<file path="config.mk">
export PLATFORM = sky130hd
export DESIGN_NAME = hdtrc_top
export DESIGN_NICKNAME = d
export VERILOG_FILES = /design/src/rtl/hdtrc_pkg.sv /design/src/rtl/hdtrc_top.sv
export VERILOG_INCLUDE_DIRS = /design/src /design/src/rtl
export SDC_FILE = /design/constraint.sdc
export NUM_CORES = 1
export LEC_CHECK = 0
export ABC_AREA = 0
export BUFFER_PORTS_ARGS = -buffer_cell sky130_fd_sc_hd__clkbuf_2
export CORE_MARGIN = 3
export CORE_UTILIZATION = 54
export DETAILED_ROUTE_END_ITERATION = 12
export PLACE_DENSITY = 0.83
export SKIP_CTS_REPAIR_TIMING = 1
export SYNTH_ARGS = -nofsm -noshare
export SYNTH_HDL_FRONTEND = slang
export SYNTH_SLANG_ARGS = --single-unit
</file>
<file path="constraint.sdc">
create_clock -name mclk -period 5.1 [get_ports mclk]
set_clock_uncertainty 0.15 [all_clocks]
set_input_delay 1.02 -clock mclk [delete_from_list [all_inputs] [get_ports mclk]]
set_output_delay 1.02 -clock mclk [all_outputs]
set_load 0.1 [all_outputs]
</file>
<file path="src/rtl/hdtrc_consts.svh">
`ifndef HDTRC_CONSTS_SVH
`define HDTRC_CONSTS_SVH
`define HDTRC_WORD_ONES      10'h3ff
`define HDTRC_WORD_ZERO      10'h000
`define HDTRC_LINE_FIRST     11'h001
`define HDTRC_LINE_LAST      11'h465
`define HDTRC_I_F1_VB_END    11'h014
`define HDTRC_I_F1_ACT_END   11'h230
`define HDTRC_I_F1_END       11'h233
`define HDTRC_I_F2_VB_END    11'h247
`define HDTRC_I_F2_ACT_END   11'h463
`define HDTRC_P_VB_END       11'h029
`define HDTRC_P_ACT_END      11'h461
`define HDTRC_ACT_LINES      11'h438
`define HDTRC_ACT_SAMPLES    12'h780
`define HDTRC_CODE_LEN       12'h004
`define HDTRC_LINE_LEN_DEF   12'h898
`define HDTRC_LINE_LEN_MID   12'ha50
`define HDTRC_LINE_LEN_LONG  12'habe
`define HDTRC_PROT_TABLE     32'h1ca76bd0
`define HDTRC_BIT_FIXED      9
`define HDTRC_BIT_F          8
`define HDTRC_BIT_V          7
`define HDTRC_BIT_H          6
`define HDTRC_PROT_HI        5
`define HDTRC_PROT_LO        2
`endif

</file>
<file path="src/rtl/hdtrc_pkg.sv">
package hdtrc_pkg;
    typedef enum logic [1:0] {HDTRC_SCAN_INTERLACE, HDTRC_SCAN_PROGRESSIVE} hdtrc_scan_type;
    typedef enum {HDTRC_TX_IDLE, HDTRC_TX_CODE} hdtrc_tx_type;
    typedef enum {HDTRC_RX_W0, HDTRC_RX_W1, HDTRC_RX_W2, HDTRC_RX_W3} hdtrc_rx_type;
endpackage

</file>
<file path="src/rtl/hdtrc_top.sv">
// What this block does
// - Each code is four words: all ones, then zero, then zero, then the flag word.
// - Flag word: bit9 one, F bit8, V bit7, H bit6, protection bits 5..2, bits 1..0 zero.
// - Eight-bit paths carry word bits nine down to two only.
// - H is one in end code, zero in start code; V one during vertical blanking.
// - F is one in field two, zero in field one, always zero when progressive.
// - F and V change only at the end code starting a line.
// - Protection bits come from the fixed F,V,H table.
// - Receiver corrects single errors and flags double errors in the top eight bits.
// - Flag state as a number has F as MSB and H as LSB.
// - Each frame has exactly 1080 active lines.
// - Interlace field one spans lines 1..563, active 21..560.
// - Interlace field two spans lines 564..1125, active 584..1123.
// - Interlace V is one on lines 1..20, 561..583, 1124..1125.
// - Progressive blanking on lines 1..41 and 1122..1125, active 42..1121.
// - Line counter runs 1..1125 and wraps to 1.
// - A code precedes and follows each data block on every line.
// - Lines last 2200, 2640 or 2750 samples with 1920 active samples.
`timescale 1ns/1ps
`include "hdtrc_consts.svh"
module hdtrc_top import hdtrc_pkg::*; #(
    parameter logic [11:0] LINE_LEN = `HDTRC_LINE_LEN_DEF
) (
    input wire logic mclk,
    input wire logic resetn,
    input wire logic clk_en,
    input wire logic scan_progressive,
    input wire logic [9:0] rx_word,
    output logic [9:0] tx_word_r,
    output logic tx_code_r,
    output logic tx_active_r,
    output logic [10:0] tx_line_r,
    output logic [2:0] rx_fvh_r,
    output logic rx_code_r,
    output logic rx_corrected_r,
    output logic rx_error_r
);
    // Only the three line lengths keep the code positions meaningful
    if (LINE_LEN != `HDTRC_LINE_LEN_DEF && LINE_LEN != `HDTRC_LINE_LEN_MID
        && LINE_LEN != `HDTRC_LINE_LEN_LONG) begin : g_len_check
        $error("LINE_LEN must be 2200, 2640 or 2750");
    end

    // --------------------------------------------------------------
    // Protection table
    // --------------------------------------------------------------
    function automatic logic [3:0] prot_of(input logic [2:0] fvh);
        logic [3:0] p;
        p = {fvh[1] ^ fvh[0], fvh[2] ^ fvh[0], fvh[2] ^ fvh[1], fvh[2] ^ fvh[1] ^ fvh[0]};
        return p;
    endfunction

    function automatic logic [9:0] flag_word(input logic [2:0] fvh);
        logic [9:0] w;
        w = {1'b1, fvh, prot_of(fvh), 2'b00};
        return w;
    endfunction

    // --------------------------------------------------------------
    // Transmit timing
    // --------------------------------------------------------------
    // Line layout: EAV at 0..3, blanking, SAV at the last four samples before active video
    logic [11:0] samp_r;
    logic [11:0] samp_nxt;
    logic [10:0] line_nxt;
    logic [11:0] sav_start;
    logic [11:0] act_start;
    logic line_end;
    logic f_r;
    logic v_r;
    logic f_nxt;
    logic v_nxt;
    logic prog_r;
    logic [2:0] scan_sync_r;
    logic scan_prog_r;

    // Mode pin may come from another domain; it counts once two late stages agree
    always_ff @(posedge mclk or negedge resetn) begin
        if (!resetn) begin
            scan_sync_r <= 3'h0;
            scan_prog_r <= 1'b0;
        end else if (clk_en) begin
            scan_sync_r <= {scan_sync_r[1:0], scan_progressive};
            if (scan_sync_r[2] == scan_sync_r[1]) begin
                scan_prog_r <= scan_sync_r[2];
            end
        end
    end

    assign act_start = LINE_LEN - `HDTRC_ACT_SAMPLES;
    assign sav_start = act_start - `HDTRC_CODE_LEN;
    assign line_end = (samp_r == LINE_LEN - 12'h001);
    assign samp_nxt = line_end ? 12'h000 : samp_r + 12'h001;
    assign line_nxt = (tx_line_r == `HDTRC_LINE_LAST) ? `HDTRC_LINE_FIRST
                      : tx_line_r + 11'h001;

    always_comb begin
        // Flags of the new line follow the mode that line will run in
        if (scan_prog_r) begin
            f_nxt = 1'b0;
            v_nxt = (line_nxt <= `HDTRC_P_VB_END) || (line_nxt > `HDTRC_P_ACT_END);
        end else begin
            f_nxt = (line_nxt > `HDTRC_I_F1_END);
            v_nxt = (line_nxt <= `HDTRC_I_F1_VB_END)
                    || (line_nxt > `HDTRC_I_F1_ACT_END && line_nxt <= `HDTRC_I_F2_VB_END)
                    || (line_nxt > `HDTRC_I_F2_ACT_END);
        end
    end

    always_ff @(posedge mclk or negedge resetn) begin
        if (!resetn) begin
            samp_r <= 12'h000;
            tx_line_r <= `HDTRC_LINE_FIRST;
            f_r <= 1'b0;
            v_r <= 1'b1;
            prog_r <= 1'b0;
        end else if (clk_en) begin
            samp_r <= samp_nxt;
            if (line_end) begin
                // Scan mode is taken only at a line boundary so flags never glitch
                prog_r <= scan_prog_r;
                tx_line_r <= line_nxt;
                f_r <= f_nxt;
                v_r <= v_nxt;
            end
        end
    end

    // Word emitted for the current sample; flags of sample 0 already hold the new line
    logic [9:0] word_nxt;
    logic code_nxt;
    logic [11:0] sub;
    always_comb begin
        word_nxt = `HDTRC_WORD_ZERO;
        code_nxt = 1'b0;
        sub = 12'h000;
        if (samp_r < `HDTRC_CODE_LEN) begin
            sub = samp_r;
            code_nxt = 1'b1;
        end else if (samp_r >= sav_start && samp_r < act_start) begin
            sub = samp_r - sav_start;
            code_nxt = 1'b1;
        end
        if (code_nxt) begin
            case (sub[1:0])
                2'd0: word_nxt = `HDTRC_WORD_ONES;
                2'd3: word_nxt = flag_word({f_r, v_r, samp_r < `HDTRC_CODE_LEN});
                default: word_nxt = `HDTRC_WORD_ZERO;
            endcase
        end
    end

    always_ff @(posedge mclk or negedge resetn) begin
        if (!resetn) begin
            tx_word_r <= `HDTRC_WORD_ZERO;
            tx_code_r <= 1'b0;
            tx_active_r <= 1'b0;
        end else if (clk_en) begin
            tx_word_r <= word_nxt;
            tx_code_r <= code_nxt;
            tx_active_r <= !v_r && samp_r >= act_start;
        end
    end

    // --------------------------------------------------------------
    // Receive decoder
    // --------------------------------------------------------------
    // Only bits 9..2 are examined so 8-bit sources decode identically
    logic [7:0] rx_hi;
    hdtrc_rx_type rx_st_r;
    assign rx_hi = rx_word[9:2];

    logic [2:0] dec_fvh;
    logic dec_ok;
    logic dec_fix;
    logic [6:0] rcv;
    logic [6:0] diff;
    logic [3:0] ones;
    always_comb begin
        rcv = rx_hi[6:0];
        dec_fvh = rcv[6:4];
        dec_ok = 1'b0;
        dec_fix = 1'b0;
        diff = 7'h00;
        ones = 4'h0;
        // Distance kept in four bits so eight differing bits cannot wrap to zero
        for (int c = 0; c < 8; c++) begin
            diff = rcv ^ {c[2:0], prot_of(c[2:0])};
            ones = 4'(diff[0]) + 4'(diff[1]) + 4'(diff[2]) + 4'(diff[3])
                   + 4'(diff[4]) + 4'(diff[5]) + 4'(diff[6]);
            if (!rx_hi[7]) ones = ones + 4'h1;
            if (ones <= 4'h1 && !dec_ok) begin
                dec_ok = 1'b1;
                dec_fix = (ones == 4'h1);
                dec_fvh = c[2:0];
            end
        end
    end

    always_ff @(posedge mclk or negedge resetn) begin
        if (!resetn) begin
            rx_st_r <= HDTRC_RX_W0;
            rx_fvh_r <= 3'b000;
            rx_code_r <= 1'b0;
            rx_corrected_r <= 1'b0;
            rx_error_r <= 1'b0;
        end else if (clk_en) begin
            rx_code_r <= 1'b0;
            rx_corrected_r <= 1'b0;
            rx_error_r <= 1'b0;
            case (rx_st_r)
                HDTRC_RX_W1: rx_st_r <= (rx_hi == 8'h00) ? HDTRC_RX_W2
                             : (rx_hi == 8'hff) ? HDTRC_RX_W1 : HDTRC_RX_W0;
                HDTRC_RX_W2: rx_st_r <= (rx_hi == 8'h00) ? HDTRC_RX_W3
                             : (rx_hi == 8'hff) ? HDTRC_RX_W1 : HDTRC_RX_W0;
                HDTRC_RX_W3: begin
                    rx_st_r <= HDTRC_RX_W0;
                    rx_code_r <= 1'b1;
                    if (dec_ok) begin
                        rx_fvh_r <= dec_fvh;
                        rx_corrected_r <= dec_fix;
                    end else begin
                        rx_error_r <= 1'b1;
                    end
                end
                default: rx_st_r <= (rx_hi == 8'hff) ? HDTRC_RX_W1 : HDTRC_RX_W0;
            endcase
        end
    end

    // --------------------------------------------------------------
    // Assertions
    // --------------------------------------------------------------
    // Protection nibbles by flag value, kept apart from the XOR form above
    localparam logic [31:0] PROT_TAB = `HDTRC_PROT_TABLE;

    property p_line_wrap;
        @(posedge mclk) disable iff (!resetn)
        (clk_en && line_end && tx_line_r == `HDTRC_LINE_LAST) |=> tx_line_r == `HDTRC_LINE_FIRST;
    endproperty
    a_line_wrap: assert property (p_line_wrap) else $error("line did not wrap");

    property p_preamble;
        @(posedge mclk) disable iff (!resetn)
        ($rose(tx_code_r)) |-> tx_word_r == `HDTRC_WORD_ONES
            ##1 (!$past(clk_en) || tx_word_r == `HDTRC_WORD_ZERO);
    endproperty
    a_preamble: assert property (p_preamble) else $error("bad preamble");

    property p_fixed_bits;
        @(posedge mclk) disable iff (!resetn)
        (tx_code_r && tx_word_r[`HDTRC_BIT_FIXED] && tx_word_r != `HDTRC_WORD_ONES)
        |-> tx_word_r[1:0] == 2'b00
            && tx_word_r[`HDTRC_PROT_HI:`HDTRC_PROT_LO]
               == PROT_TAB[{tx_word_r[`HDTRC_BIT_F:`HDTRC_BIT_H], 2'b00} +: 4];
    endproperty
    a_fixed_bits: assert property (p_fixed_bits) else $error("bad flag word");

    property p_h_flag;
        @(posedge mclk) disable iff (!resetn)
        (tx_code_r && tx_word_r[`HDTRC_BIT_FIXED] && tx_word_r != `HDTRC_WORD_ONES)
        |-> tx_word_r[`HDTRC_BIT_H] == (samp_r == `HDTRC_CODE_LEN);
    endproperty
    a_h_flag: assert property (p_h_flag) else $error("H flag on wrong code");

    property p_active_gap;
        @(posedge mclk) disable iff (!resetn)
        tx_active_r |-> !tx_code_r && tx_word_r == `HDTRC_WORD_ZERO;
    endproperty
    a_active_gap: assert property (p_active_gap) else $error("code inside active video");

    property p_prog_v;
        @(posedge mclk) disable iff (!resetn)
        prog_r |-> v_r == (tx_line_r <= `HDTRC_P_VB_END || tx_line_r > `HDTRC_P_ACT_END);
    endproperty
    a_prog_v: assert property (p_prog_v) else $error("progressive V wrong");

    property p_rx_hold;
        @(posedge mclk) disable iff (!resetn)
        rx_error_r |-> $stable(rx_fvh_r);
    endproperty
    a_rx_hold: assert property (p_rx_hold) else $error("flags moved on bad code");

    property p_prog_f;
        @(posedge mclk) disable iff (!resetn)
        prog_r |-> !f_r;
    endproperty
    a_prog_f: assert property (p_prog_f) else $error("F set in progressive");

    property p_fv_stable;
        @(posedge mclk) disable iff (!resetn)
        (samp_r != 12'h000) |-> $stable(f_r) && $stable(v_r);
    endproperty
    a_fv_stable: assert property (p_fv_stable) else $error("F or V moved mid-line");

    property p_int_vb;
        @(posedge mclk) disable iff (!resetn)
        (!prog_r && tx_line_r == `HDTRC_I_F1_VB_END + 11'h001) |-> !v_r && !f_r;
    endproperty
    a_int_vb: assert property (p_int_vb) else $error("line 21 not active");

    property p_f2;
        @(posedge mclk) disable iff (!resetn)
        (!prog_r && tx_line_r == `HDTRC_I_F1_END + 11'h001 && samp_r != 12'h000) |-> f_r && v_r;
    endproperty
    a_f2: assert property (p_f2) else $error("line 564 wrong flags");

    property p_rx_err;
        @(posedge mclk) disable iff (!resetn)
        rx_error_r |-> rx_code_r && !rx_corrected_r;
    endproperty
    a_rx_err: assert property (p_rx_err) else $error("error without code");

    c_eav: cover property (@(posedge mclk) disable iff (!resetn) $rose(tx_code_r) && samp_r == 12'h001);
    c_wrap: cover property (@(posedge mclk) disable iff (!resetn) tx_line_r == `HDTRC_LINE_LAST);
    c_fix: cover property (@(posedge mclk) disable iff (!resetn) rx_corrected_r);
    c_err: cover property (@(posedge mclk) disable iff (!resetn) rx_error_r);
endmodule // hdtrc_top

</file>
==> out/results.txt <==
Status: completed
CP Data Arrival Time: 4.91 ns
Area delta synth->final: 12.04%
Final net count: 628
Antenna-violating nets left: 0
Initial antenna violation count: 0
Worst vdd ir: 0.1938 mV
Synth area leader: dfrtp_1
Grt ovf: 0
First-pass GRT wire length: 17.40 mm
Net count after synthesis: 573
Worst Hold Class: flop to flop
Row count: 32
Initial core utilization: 57.17%
Max_cap viols: 0
Top cell by count, worst path: fa_1
DRC: 0
Seq cells post-synth: 48
Post-Synth XOR/XNOR Area: 6.709%
Fmax: 205.4 MHz
Worst endpoint required time: 5.14 ns
Worst R2R Path Depth: 7
Mean Syn Cell Area: 8.974 um2
Worst-path cell with the longest stage delay: fa_1
Synth Area in Simple Gates: 19.30%
Via Count: 3900
Post-synthesis compound-gate area fraction: 17.48%
Placed Instances: 655
Slew Viols, Final: 0
Power density over the cells: 274.9 nW/um2
Clock tree root buffer cell: clkbuf_8
Hold Slack: 0.3449 ns
Clk Latency, worst-skew pair: 0.30 ns
CP Launch Type: primary input
Hold depth: 1
Cts bufs inserted: 5
Total GRT Usage: 21.46%
Core Util, Final: 64.05%
WL/cell: 15.08 um
Die Ht: 97.61 um
Mux cell area share after synthesis: 1.960%
Top cells by area, synth: dfrtp_1, fa_1, ha_1
Netlist cell types: 78
Max Fanout on Critical Path: 4
Top cell type's share of synthesized area: 25.40%
Number of port buffers: 40
Largest family of logic cells by synthesized area: adder cells
Mapped Area: 4532 um2
Core area: 7928 um2
Critical path's largest stage delay: 0.47 ns
Top post-synthesis cells by count: inv_1, dfrtp_1, nand2_1, fa_1, nor2_1
Period utilisation layout: 95.48%
Most frequent cell after synthesis: inv_1
Pre-Repair DR Iteration Count: 5
Vias in the first global route: 3832
Fin area: 5077 um2
CP Buf/Inv Count: 3
Routed WL: 9.998 mm
Synth Instances: 505
Async SR Flop Fraction: 100.0%
Sequential area share after synthesis: 26.56%
Number of flops mapped to enable cells by yosys: 0
Transition time of the tightest slew-check pin: 0.7024 ns
Die ar.: 9528 um2
Share of cells above drive strength 1: 18.72%
CTS tree: done
FILL cells: 672
Most used DFF post-synth: dfrtp_1
Half-perimeter wire length after placement: 7.761 mm
Setup slack after layout: 0.2304 ns
Post-DP Area: 4980 um2
CTS max path bufs: 2
Pre-CTS setup slack: -0.09150 ns
# IOs: 43
WP depth: 15
Synth Area in Adders: 19.88%
Finished Layout Cells: 663
Sink Count: 48
CP Capture Type: flop
Die width: 97.61 um
Post-route minimum period: 4.870 ns
CP top delay family: adder cells
Clock-pin slew on the worst setup and hold paths: 0.09 ns
Critical Path, Cell by Cell: clkbuf_2, inv_1, fa_1, fa_1, fa_1, fa_1, ha_1, nor2_1, a31oi_1, o21ai_0, nor4_2, buf_4, and3_1, a211o_1, o32a_1
DRT iter0 DRCs: 266
RSZ-0062 raised after global routing: false
Setup Viol. Count Final: 0
Leakage power: 2.347 nW
Via-to-Cell Ratio: 5.882
Largest net degree at the start of global routing: 49
Rel. slew slack: 53.17%
Final Power: 1.396 mW
Setup CP Type: primary input to flop
Final hold vios: 0
# H-tree levels: 2
Setup_tns: 0 ns
Antenna cells: 0
GPL Wtd Cong: 0.9067
YS warnings: 0
==> report_power, final <==
group          internal, mW  switching, mW  leakage [nW]
clock                 0.110          0.135        0.0434
combinational         0.352          0.353          1.68
sequential            0.406         0.0397         0.626
total                 0.868          0.528          2.35
==> registers in the layout, indices dropped and copies added, names as in the netlist <==
name,cells
rx_fvh_r,3
rx_error_r,1
tx_word_r,9
rx_corrected_r,1
samp_r,12
f_r,1
tx_line_r,11
scan_prog_r,1
rx_st_r,2
v_r,1
scan_sync_r,3
tx_active_r,1
tx_code_r,1
rx_code_r,1
==> path summary, 6_finish.rpt <==
path	startpoint	to	slack [ns]
min in group asynchronous	resetn	tx_word_r[5]	0.65
setup / recovery	rx_word[2]	rx_corrected_r	0.23
hold reg to reg	rx_fvh_r[1]	rx_fvh_r[1]	0.34
setup reg to reg	samp_r[6]	tx_word_r[7]	2.18
hold / removal	rx_fvh_r[1]	rx_fvh_r[1]	0.34
max in group asynchronous	resetn	scan_sync_r[1]	3.74
==> cell usage in the layout (no fill, tap or decap), types with 3 or more instances in the layout <==
master | synthesis | routed
mux2_2 | 6 | 6
or3_1 | 3 | 3
o22ai_1 | 10 | 10
nand2b_1 | 6 | 6
nor2b_1 | 10 | 10
ha_1 | 24 | 24
nor2_1 | 30 | 30
o31ai_1 | 10 | 10
nand3_1 | 15 | 15
a211oi_1 | 3 | 3
buf_4 | 4 | 35
inv_1 | 59 | 59
o32a_1 | 3 | 3
o21ai_0 | 25 | 25
a21oi_1 | 29 | 29
clkbuf_8 | 0 | 6
xor2_1 | 14 | 14
nor3_1 | 10 | 10
xnor2_1 | 18 | 18
and2_1 | 3 | 3
and3_1 | 8 | 8
dfrtp_1 | 46 | 46
nand3b_1 | 3 | 3
a31oi_1 | 6 | 6
clkbuf_2 | 2 | 40
fa_1 | 30 | 30
nand2_1 | 34 | 34
nor4_1 | 5 | 5
nand4_1 | 9 | 9
==> area by class of cell <==
type	count	area, um2	area share, %
inverter	60	225.2	4.436
multi-input combinational	370	2960	58.30
timing repair buffer	75	462.9	9.118
tap	102	127.6	2.514
sequential	48	1204	23.71
clock inverter	2	15.01	0.2957
clock buffer	6	82.58	1.626
==> cells by family after synthesis <==
logic type,count (synthesis)
buf+inv,87
xor+xnor,33
fa+ha+maj,54
mux,8
simple gates,157
compound gates,118
flops,48
==> metal layers <==
layer | GRT usage [%] | vias to the layer above | share of wire (%)
met5 | 0 | - | 0
met4 | 6.177 | 0 | 1.7
met3 | 3.159 | 21 | 4.6
met2 | 37.59 | 116 | 50
met1 | 27.51 | 1879 | 44
li1 | - | 1884 | -
Note: power is estimated with default switching activity, not from simulation.
